File: src/rtl/capture_timer_consts.vh
// Constants of the dual input-capture timer: register map and field codes.
// Assumes a byte-addressed APB slave with one 32-bit word per register.
`ifndef CAPTURE_TIMER_CONSTS_VH
`define CAPTURE_TIMER_CONSTS_VH

// ----------------------------------------------------------------------
// Register byte addresses
// ----------------------------------------------------------------------
`define ADDR_MODULE_STOP   8'h00
`define ADDR_START         8'h04
`define ADDR_MODE          8'h08
`define ADDR_FUNC_CTRL     8'h0c
`define ADDR_CH_CTRL0      8'h10
`define ADDR_CH_CTRL1      8'h14
`define ADDR_IO_SEL0       8'h18
`define ADDR_IO_SEL1       8'h1c
`define ADDR_COUNTER0      8'h20
`define ADDR_COUNTER1      8'h24
`define ADDR_STATUS0       8'h28
`define ADDR_STATUS1       8'h2c
`define ADDR_INT_EN0       8'h30
`define ADDR_INT_EN1       8'h34
`define ADDR_GR_BASE       8'h40
`define ADDR_GR_LAST       8'h5c

// ----------------------------------------------------------------------
// Fields
// ----------------------------------------------------------------------
`define CTRL_CLK_LSB       0
`define CTRL_CLR_LSB       4
`define FCR_EXT_EN_BIT     0
`define FCR_FAST40_BIT     1
`define STAT_OVF_BIT       4
`define STAT_W             5
`define IO_EDGE_LSB        2

// ----------------------------------------------------------------------
// Count clock select codes
// ----------------------------------------------------------------------
`define CKS_SYS            3'h0
`define CKS_DIV2           3'h1
`define CKS_DIV4           3'h2
`define CKS_DIV8           3'h3
`define CKS_DIV32          3'h4
`define CKS_FAST           3'h5
`define CKS_EXT            3'h6

// ----------------------------------------------------------------------
// Counter clear select codes and capture edge codes
// ----------------------------------------------------------------------
`define CLR_NONE_A         3'h0
`define CLR_NONE_B         3'h4
`define CLR_SYNC_A         3'h3
`define CLR_SYNC_B         3'h7
`define EDGE_RISE          2'h0
`define EDGE_FALL          2'h1
`define EDGE_BOTH          2'h2

// ----------------------------------------------------------------------
// Reset values
// ----------------------------------------------------------------------
`define RST_BIT            1'h0
`define RST_BYTE           8'h00
`define RST_WORD           32'h00000000

`endif

File: src/rtl/count_clock_select.v
// Count clock selection: prescaled system clock, fast oscillator, external.
// Assumes fast_tick and ext_tick are synchronised one-cycle pulses.
`timescale 1ns/1ps
`default_nettype none
`include "capture_timer_consts.vh"

module count_clock_select
#(
	parameter PRE_W = 5
)
(
	input  wire       sys_clk,
	input  wire       rst,
	input  wire       clk_on,
	input  wire [2:0] clk_sel,
	input  wire       ext_en,
	input  wire       fast_tick,
	input  wire       ext_tick,
	output reg        tick
);

reg [PRE_W-1:0] pre_ff;

always @(posedge sys_clk)
begin
	if (rst || !clk_on)
		pre_ff <= {PRE_W{1'b0}};
	else
		pre_ff <= pre_ff + 1'b1;
end

always @*
begin
	case (clk_sel)
		`CKS_SYS:   tick = 1'b1;
		`CKS_DIV2:  tick = pre_ff[0];
		`CKS_DIV4:  tick = &pre_ff[1:0];
		`CKS_DIV8:  tick = &pre_ff[2:0];
		`CKS_DIV32: tick = &pre_ff[4:0];
		`CKS_FAST:  tick = fast_tick;
		`CKS_EXT:   tick = ext_en & ext_tick;
		default:    tick = 1'b0;
	endcase
	tick = tick & clk_on;
end

endmodule // count_clock_select
`default_nettype wire

File: src/rtl/dual_input_capture_timer.v
// Two-channel input-capture timer with an APB register slave.
// Assumes capture pins, fast oscillator and external clock are asynchronous
// and slower than half of sys_clk; APB runs on sys_clk.
//
// The register addresses and the APB slave port were left to the implementer.
`timescale 1ns/1ps
`default_nettype none
`include "capture_timer_consts.vh"

// Overview of operation
// Module stop bit zero enables clock
// Clock from system, prescaled, fast or external
// Fast oscillator option is 40 or 32 MHz
// External clock needs its enable bit set
// Clear select 000/100 never clears counter
// Clear select 011/111 follows other channel clear
// Other clear selects clear on chosen capture
// Run bit one starts counting up
// Run bit zero stops the counter
// Capture and overflow raise interrupt requests
// Sync zero: independent counters, single load; clear select 011/111 still follows other channel clear
// Sync one: write loads both counters
// Two identical channels, four capture registers each
// Pin and edge selectable per register
// Capture copies counter in same cycle
module dual_input_capture_timer
#(
	parameter CW    = 16,
	parameter PRE_W = 5
)
(
	input  wire        sys_clk,
	input  wire        rst,
	input  wire        psel,
	input  wire        penable,
	input  wire        pwrite,
	input  wire [7:0]  paddr,
	input  wire [31:0] pwdata,
	output reg  [31:0] prdata,
	output wire        pready,
	output reg         pslverr,
	input  wire [3:0]  capture_input_pin_ch0,
	input  wire [3:0]  capture_input_pin_ch1,
	input  wire        fast_oscillator_clock,
	input  wire        external_clock,
	output wire        fast_osc_40m_sel,
	output wire        irq_ch0,
	output wire        irq_ch1
);

// ----------------------------------------------------------------------
// Helper functions
// ----------------------------------------------------------------------
function known_addr;
	input [7:0] a;
	begin
		known_addr = (a <= `ADDR_INT_EN1) ||
			((a >= `ADDR_GR_BASE) && (a <= `ADDR_GR_LAST));
		known_addr = known_addr && (a[1:0] == 2'h0);
	end
endfunction

function [CW:0] count_step;
	input [CW-1:0] cnt;
	begin
		count_step = {1'b0, cnt} + {{CW{1'b0}}, 1'b1};
	end
endfunction

// ----------------------------------------------------------------------
// Software registers
// ----------------------------------------------------------------------
reg                      module_stop_bit_ff;
reg  [1:0]               channel_run_bit_ff;
reg                      sync_mode_ff;
reg                      external_clock_enable_bit_ff;
reg                      fast40_ff;
reg  [15:0]              channel_control_register_ff;
reg  [31:0]              io_select_ff;
reg  [2*`STAT_W-1:0]     status_ff;
reg  [2*`STAT_W-1:0]     int_en_ff;

wire                     wr_en;
wire                     rd_setup;
wire                     clk_on;
wire [2*CW-1:0]          cnt_all;
wire [8*CW-1:0]          gr_all;
wire [7:0]               cap_ev;
wire [1:0]               clr_cap;
wire [1:0]               ovf_ev;
wire [7:0]               pin_rise;
wire [7:0]               pin_fall;
wire                     fast_tick;
wire                     ext_tick;

assign wr_en    = psel & penable & pwrite;
assign rd_setup = psel & ~penable;
assign pready   = 1'b1;
assign clk_on   = ~module_stop_bit_ff;
assign fast_osc_40m_sel = fast40_ff;

always @(posedge sys_clk)
begin
	if (rst)
	begin
		module_stop_bit_ff           <= `RST_BIT;
		channel_run_bit_ff           <= 2'h0;
		sync_mode_ff                 <= `RST_BIT;
		external_clock_enable_bit_ff <= `RST_BIT;
		fast40_ff                    <= `RST_BIT;
		channel_control_register_ff  <= 16'h0000;
		io_select_ff                 <= `RST_WORD;
		int_en_ff                    <= {2*`STAT_W{1'b0}};
	end
	else if (wr_en)
	begin
		case (paddr)
			`ADDR_MODULE_STOP: module_stop_bit_ff <= pwdata[0];
			`ADDR_START:   channel_run_bit_ff <= pwdata[1:0];
			`ADDR_MODE:    sync_mode_ff <= pwdata[0];
			`ADDR_FUNC_CTRL:
			begin
				external_clock_enable_bit_ff <=
					pwdata[`FCR_EXT_EN_BIT];
				fast40_ff <= pwdata[`FCR_FAST40_BIT];
			end
			`ADDR_CH_CTRL0:
				channel_control_register_ff[7:0] <= pwdata[7:0];
			`ADDR_CH_CTRL1:
				channel_control_register_ff[15:8] <= pwdata[7:0];
			`ADDR_IO_SEL0: io_select_ff[15:0]  <= pwdata[15:0];
			`ADDR_IO_SEL1: io_select_ff[31:16] <= pwdata[15:0];
			`ADDR_INT_EN0:
				int_en_ff[`STAT_W-1:0] <= pwdata[`STAT_W-1:0];
			`ADDR_INT_EN1:
				int_en_ff[2*`STAT_W-1:`STAT_W] <=
					pwdata[`STAT_W-1:0];
			default: ;
		endcase
	end
end

// ----------------------------------------------------------------------
// Pin synchronisers
// ----------------------------------------------------------------------
genvar p;
generate
	for (p = 0; p < 8; p = p + 1)
	begin : g_pin
		pin_edge_detect u_pin (
			.sys_clk (sys_clk),
			.rst     (rst),
			.pin     ((p < 4) ? capture_input_pin_ch0[p % 4]
				: capture_input_pin_ch1[p % 4]),
			.rise    (pin_rise[p]),
			.fall    (pin_fall[p])
		);
	end
endgenerate

pin_edge_detect u_fast (
	.sys_clk (sys_clk),
	.rst     (rst),
	.pin     (fast_oscillator_clock),
	.rise    (fast_tick),
	.fall    ()
);

pin_edge_detect u_ext (
	.sys_clk (sys_clk),
	.rst     (rst),
	.pin     (external_clock),
	.rise    (ext_tick),
	.fall    ()
);

// ----------------------------------------------------------------------
// Capture events and general capture registers
// ----------------------------------------------------------------------
genvar k;
generate
	for (k = 0; k < 8; k = k + 1)
	begin : g_cap
		wire [1:0]    pin_sel = io_select_ff[k*4 +: 2];
		wire [1:0]    edg_sel = io_select_ff[k*4+`IO_EDGE_LSB +: 2];
		wire [3:0]    r4 = pin_rise[(k/4)*4 +: 4];
		wire [3:0]    f4 = pin_fall[(k/4)*4 +: 4];
		reg           hit;
		reg  [CW-1:0] general_capture_register_ff;

		always @*
		begin
			case (edg_sel)
				`EDGE_RISE: hit = r4[pin_sel];
				`EDGE_FALL: hit = f4[pin_sel];
				`EDGE_BOTH: hit = r4[pin_sel] | f4[pin_sel];
				default:    hit = 1'b0;
			endcase
		end

		assign cap_ev[k] = hit & clk_on;

		always @(posedge sys_clk)
		begin
			if (rst)
				general_capture_register_ff <= {CW{1'b0}};
			else if (cap_ev[k])
				general_capture_register_ff <=
					cnt_all[(k/4)*CW +: CW];
		end

		assign gr_all[k*CW +: CW] = general_capture_register_ff;
	end
endgenerate

// ----------------------------------------------------------------------
// Channels: clock select, clearing and counter
// ----------------------------------------------------------------------
genvar c;
generate
	for (c = 0; c < 2; c = c + 1)
	begin : g_ch
		wire [2:0]    clk_sel = channel_control_register_ff[
			c*8+`CTRL_CLK_LSB +: 3];
		wire [2:0]    clr_sel = channel_control_register_ff[
			c*8+`CTRL_CLR_LSB +: 3];
		wire          no_clr  = (clr_sel == `CLR_NONE_A) ||
			(clr_sel == `CLR_NONE_B);
		wire          sync_clr = (clr_sel == `CLR_SYNC_A) ||
			(clr_sel == `CLR_SYNC_B);
		wire [1:0]    clr_idx = {clr_sel[2], clr_sel[1]};
		wire [3:0]    ev4 = cap_ev[c*4 +: 4];
		wire          tick;
		wire          own_wr;
		wire          other_wr;
		wire          do_wr;
		wire          do_clr;
		wire          run;
		wire [CW:0]   inc;
		reg  [CW-1:0] channel_counter_ff;
		reg  [CW-1:0] nxt_channel_counter;

		count_clock_select #(.PRE_W(PRE_W)) u_cks (
			.sys_clk   (sys_clk),
			.rst       (rst),
			.clk_on    (clk_on),
			.clk_sel   (clk_sel),
			.ext_en    (external_clock_enable_bit_ff),
			.fast_tick (fast_tick),
			.ext_tick  (ext_tick),
			.tick      (tick)
		);

		assign clr_cap[c] = ~no_clr & ~sync_clr & ev4[clr_idx];
		assign do_clr = clr_cap[c] |
			(sync_clr & clr_cap[1-c] & clk_on);
		assign own_wr = wr_en && (paddr == ((c == 0) ?
			`ADDR_COUNTER0 : `ADDR_COUNTER1));
		assign other_wr = wr_en && sync_mode_ff &&
			(paddr == ((c == 0) ? `ADDR_COUNTER1 :
			`ADDR_COUNTER0));
		assign do_wr = own_wr | other_wr;
		assign run = channel_run_bit_ff[c] & tick;
		assign inc = count_step(channel_counter_ff);
		assign ovf_ev[c] = run & inc[CW] & ~do_wr & ~do_clr;

		always @*
		begin
			if (do_wr)
				nxt_channel_counter = pwdata[CW-1:0];
			else if (do_clr)
				nxt_channel_counter = {CW{1'b0}};
			else if (run)
				nxt_channel_counter = inc[CW-1:0];
			else
				nxt_channel_counter = channel_counter_ff;
		end

		always @(posedge sys_clk)
		begin
			if (rst)
				channel_counter_ff <= {CW{1'b0}};
			else
				channel_counter_ff <= nxt_channel_counter;
		end

		assign cnt_all[c*CW +: CW] = channel_counter_ff;
	end
endgenerate

// ----------------------------------------------------------------------
// Status flags: set wins over write-one-to-clear
// ----------------------------------------------------------------------
wire [2*`STAT_W-1:0] stat_set;
wire [2*`STAT_W-1:0] stat_clr;

assign stat_set = {ovf_ev[1], cap_ev[7:4], ovf_ev[0], cap_ev[3:0]};
assign stat_clr = {
	(wr_en && paddr == `ADDR_STATUS1) ? pwdata[`STAT_W-1:0]
		: {`STAT_W{1'b0}},
	(wr_en && paddr == `ADDR_STATUS0) ? pwdata[`STAT_W-1:0]
		: {`STAT_W{1'b0}}};

always @(posedge sys_clk)
begin
	if (rst)
		status_ff <= {2*`STAT_W{1'b0}};
	else
		status_ff <= (status_ff & ~stat_clr) | stat_set;
end

assign irq_ch0 = |(status_ff[`STAT_W-1:0] & int_en_ff[`STAT_W-1:0]);
assign irq_ch1 = |(status_ff[2*`STAT_W-1:`STAT_W] &
	int_en_ff[2*`STAT_W-1:`STAT_W]);

// ----------------------------------------------------------------------
// APB read path, sampled in the setup cycle
// ----------------------------------------------------------------------
reg  [31:0] rd_mux;
wire [7:0]  gr_off;

assign gr_off = paddr - `ADDR_GR_BASE;

always @*
begin
	rd_mux = `RST_WORD;
	case (paddr)
		`ADDR_MODULE_STOP: rd_mux[0] = module_stop_bit_ff;
		`ADDR_START:       rd_mux[1:0] = channel_run_bit_ff;
		`ADDR_MODE:        rd_mux[0] = sync_mode_ff;
		`ADDR_FUNC_CTRL:
		begin
			rd_mux[`FCR_EXT_EN_BIT] = external_clock_enable_bit_ff;
			rd_mux[`FCR_FAST40_BIT] = fast40_ff;
		end
		`ADDR_CH_CTRL0: rd_mux[7:0] = channel_control_register_ff[7:0];
		`ADDR_CH_CTRL1: rd_mux[7:0] = channel_control_register_ff[15:8];
		`ADDR_IO_SEL0:  rd_mux[15:0] = io_select_ff[15:0];
		`ADDR_IO_SEL1:  rd_mux[15:0] = io_select_ff[31:16];
		`ADDR_COUNTER0: rd_mux[CW-1:0] = cnt_all[CW-1:0];
		`ADDR_COUNTER1: rd_mux[CW-1:0] = cnt_all[2*CW-1:CW];
		`ADDR_STATUS0:  rd_mux[`STAT_W-1:0] = status_ff[`STAT_W-1:0];
		`ADDR_STATUS1:
			rd_mux[`STAT_W-1:0] = status_ff[2*`STAT_W-1:`STAT_W];
		`ADDR_INT_EN0:  rd_mux[`STAT_W-1:0] = int_en_ff[`STAT_W-1:0];
		`ADDR_INT_EN1:
			rd_mux[`STAT_W-1:0] = int_en_ff[2*`STAT_W-1:`STAT_W];
		default:
		begin
			if (paddr >= `ADDR_GR_BASE && paddr <= `ADDR_GR_LAST)
				rd_mux[CW-1:0] = gr_all[gr_off[4:2]*CW +: CW];
		end
	endcase
end

always @(posedge sys_clk)
begin
	if (rst)
	begin
		prdata  <= `RST_WORD;
		pslverr <= `RST_BIT;
	end
	else if (rd_setup)
	begin
		prdata  <= pwrite ? `RST_WORD : rd_mux;
		pslverr <= ~known_addr(paddr);
	end
end

endmodule // dual_input_capture_timer
`default_nettype wire

File: src/rtl/pin_edge_detect.v
// Two-flop synchroniser and edge detector for one asynchronous pin.
// Assumes pin is unrelated to sys_clk; outputs are one-cycle pulses.
`timescale 1ns/1ps
`default_nettype none
`include "capture_timer_consts.vh"

module pin_edge_detect
(
	input  wire sys_clk,
	input  wire rst,
	input  wire pin,
	output wire rise,
	output wire fall
);

reg meta_ff;
reg sync_ff;
reg last_ff;

always @(posedge sys_clk)
begin
	if (rst)
	begin
		meta_ff <= `RST_BIT;
		sync_ff <= `RST_BIT;
		last_ff <= `RST_BIT;
	end
	else
	begin
		meta_ff <= pin;
		sync_ff <= meta_ff;
		last_ff <= sync_ff;
	end
end

assign rise = sync_ff & ~last_ff;
assign fall = ~sync_ff & last_ff;

endmodule // pin_edge_detect
`default_nettype wire

File: config.mk
export PLATFORM = sky130hd
export DESIGN_NAME = dual_input_capture_timer
export DESIGN_NICKNAME = d
export VERILOG_FILES = /design/src/rtl/count_clock_select.v /design/src/rtl/dual_input_capture_timer.v /design/src/rtl/pin_edge_detect.v
export VERILOG_INCLUDE_DIRS = /design/src /design/src/rtl
export SDC_FILE = /design/constraint.sdc
export NUM_CORES = 1
export LEC_CHECK = 0
export ABC_AREA = 1
export BUFFER_PORTS_ARGS = -buffer_cell sky130_fd_sc_hd__buf_2
export CORE_MARGIN = 4
export CORE_UTILIZATION = 35
export CTS_CLUSTER_DIAMETER = 120
export DETAILED_ROUTE_END_ITERATION = 10
export PLACE_DENSITY_LB_ADDON = 0.2
export SYNTH_ARGS = -nofsm -noshare
export SYNTH_HDL_FRONTEND = slang
export SYNTH_SLANG_ARGS = --single-unit
File: constraint.sdc
create_clock -name sys_clk -period 4.54 [get_ports sys_clk]
set_input_delay 0.908 -clock sys_clk [delete_from_list [all_inputs] [get_ports sys_clk]]
set_output_delay 0.908 -clock sys_clk [all_outputs]
set_load 0.02 [all_outputs]
==> flow_summary.json <==
{
  "htree_levels": 2,
  "status": "finished clean",
  "fin_crit_ps": 2860,
  "synth_cell_types": 45,
  "clockBufferDepth": 3,
  "grt_max_degree": 105,
  "portBuffers": 58,
  "cp_data_required_time_ps": 4910,
  "synth-async-reset-ratio_pct": 0,
  "cts_sinks": 291,
  "clock_latency_ps": 520,
  "finalCritPeriodShare_pct": 63.1,
  "nets": 2027,
  "wl_per_cell_um": 19.4,
  "worstPathMaxFanout": 17,
  "fin_tns_setup_ps": 0,
  "synth_area_leader_cell": "dfxtp_1",
  "die_x_um": 207,
  "grt_usage_pct": 22.3,
  "first_iter_violations": 1376,
  "drive_above_1_share_pct": 8.71,
  "yosysWarnings": 0,
  "numCtsBuffers": 35,
  "grt_pass1_vias": 12500,
  "synthCells": 1958,
  "grt_pass1_wl_um": 74100,
  "worstSetupPathType": "input pin to flip-flop",
  "timing.final.ws_setup_ps": 1680,
  "wl_um": 48700,
  "setup.worst_path.start_class": "input pin",
  "maxCapViolations": 0,
  "whs_ps": 402,
  "drt_pass1_iterations": 6,
  "grtUsageMet1_pct": 30.9,
  "fillers": 4031,
  "synth_area_leaders": "dfxtp_1, o21ai_0, nand2_1, a21oi_1, nand3_1",
  "drc": 0,
  "grt_most_used_layer": "met2",
  "final_cell_area_mm2": 0.0155,
  "ios": 92,
  "hold_viol": 0,
  "drv_slew": 0,
  "synth.most_common_cell": "nand2_1",
  "route.vias.total": 13600,
  "peakVddDrop_v": 0.000182,
  "row_count": 72,
  "start_util_pct": 35.6,
  "tritoncts": "done",
  "setup_violations": 0,
  "die_y_um": 207,
  "met3_usage_pct": 3.75,
  "grt_use_met2_pct": 34.9,
  "synth_area_per_cell_um2": 7.06,
  "worstMarginPinSlew_ps": 980,
  "synth-edff-count": 0,
  "post-dp-hpwl_um": 33200,
  "cts_setup_buffers": 0,
  "path_clk_slew_ps": 60,
  "finalClockSkew_ps": 17.1,
  "end_kind": "flip-flop",
  "cts_hold_buf": 0,
  "ys_seq_elements": 291,
  "antennaDiodeCount": 0,
  "yosys-top-cells-count": "nand2_1, dfxtp_1, o21ai_0, a21oi_1, inv_1",
  "synthesis.area_mm2": 0.0138,
  "grt_antenna_before_repair": 0,
  "hold_class": "flip-flop to flip-flop",
  "synth-main-ff-cell": "dfxtp_1",
  "arrival_ps": 3230,
  "synth-seq-area-share_pct": 42.2,
  "slew_headroom_pct": 34.6,
  "dp_slack_ps": 1200,
  "clockRootBuffer": "clkbuf_16",
  "cts_resized": 0,
  "ant_nets": 0,
  "area_delta_synth_final_pct": 12.4,
  "grt_overflow": 0,
  "p_leak_nw": 6.61,
  "place_congestion": 0.956,
  "yosys.area.top_type_share_pct": 42.2,
  "core_mm2": 0.0388,
  "max_freq_mhz": 349,
  "vias_per_cell": 5.42,
  "die_area_mm2": 0.0427,
  "grt_setup_unrepaired": "no",
  "place_area_mm2": 0.0144,
  "power_density_mw_per_mm2": 378
}
placed cells by master, fill, tap and decap left out, types with 7 or more instances in the layout:
master	count
a211oi_1	10
a21oi_1	219
buf_2	58
buf_4	21
clkbuf_16	35
clkinv_1	8
clkinv_2	7
conb_1	17
dfxtp_1	291
ha_1	8
inv_1	186
inv_2	14
nand2_1	323
nand3_1	143
nand4_1	46
nor2_1	148
nor3_1	11
o211ai_1	7
o21ai_0	248
o22ai_1	94
xor2_1	26
flip-flops by register name, indices dropped and copies added, names as in the netlist, 2 cells and up:
register                           cells
prdata                                16
g_cap.general_capture_register_ff    128
int_en_ff                             10
io_select_ff                          32
status_ff                             10
g_pin.u_pin.meta_ff                    8
g_ch.u_cks.pre_ff                     10
g_pin.u_pin.last_ff                    8
channel_run_bit_ff                     2
g_pin.u_pin.sync_ff                    8
channel_control_register_ff           16
g_ch.channel_counter_ff               32
per-layer routing:
metal	vias up	wire (um)
met5	-	0
met4	0	1930
met3	89	3500
met2	498	21300
met1	6379	21900
li1	6608	-
cell families after synthesis:
family          Yosys count  share of synthesized area (%)
compound gates          597                           23.3
xor+xnor                 28                           1.78
fa+ha+maj                 8                          0.725
buf+inv                 335                           9.92
other cells               2                         0.0544
simple gates            697                           22.0
flops                   291                           42.2
per-stage QoR:
| step | cells | power [mW] | utilization [%] |
|---|---|---|---|
| floorplan | 1973 | 2.98 | - |
| global placement | 2445 | 3.12 | 37.1 |
| detailed placement | 2445 | 3.12 | 37.1 |
| CTS | 2505 | 5.92 | 40.0 |
| global route | 2505 | 6.08 | 40.0 |
| finish | 2505 | 5.88 | 40.0 |
layout make-up:
class | instances | area, um2 | share of cell area, %
clock buffers | 47 | 981 | 6.31
clock inverters | 13 | 149 | 0.959
inverters | 209 | 787 | 5.07
multi-input cells | 1347 | 6680 | 43.0
flip-flops and latches | 291 | 5830 | 37.5
well taps | 518 | 648 | 4.17
repair buffers | 80 | 468 | 3.01
critical path, cell delays in order:
cell     delay [ps]
buf_2            90
nor2_1          320
inv_2           130
nor2_2          330
inv_2            60
nor2_2          220
inv_2           130
nand4_1         130
nor3_2           70
nand2_4         220
inv_2           220
nor2_1          150
nor2_1           80
a21oi_1         110
nor2_1           50
worst paths after layout:
| check | startpoint | endpoint | slack (ps) | cells past startpoint |
|---|---|---|---|---|
| max reg2reg | channel_run_bit_ff[1] | g_ch[1].channel_counter_ff[1] | 1870 | 8 |
| min | g_pin[5].u_pin.meta_ff | g_pin[5].u_pin.sync_ff | 400 | 2 |
| max | paddr[1] | prdata[3] | 1680 | 15 |
| min reg2reg | g_pin[5].u_pin.meta_ff | g_pin[5].u_pin.sync_ff | 400 | 2 |
power by group:
part | leakage [nW] | switching (mW) | internal (mW)
logic | 3.69 | 0.293 | 0.109
registers | 2.37 | 0.0388 | 2.64
clock network | 0.556 | 1.11 | 1.68
total | 6.61 | 1.45 | 4.43
Note: power is estimated with default switching activity, not from simulation.
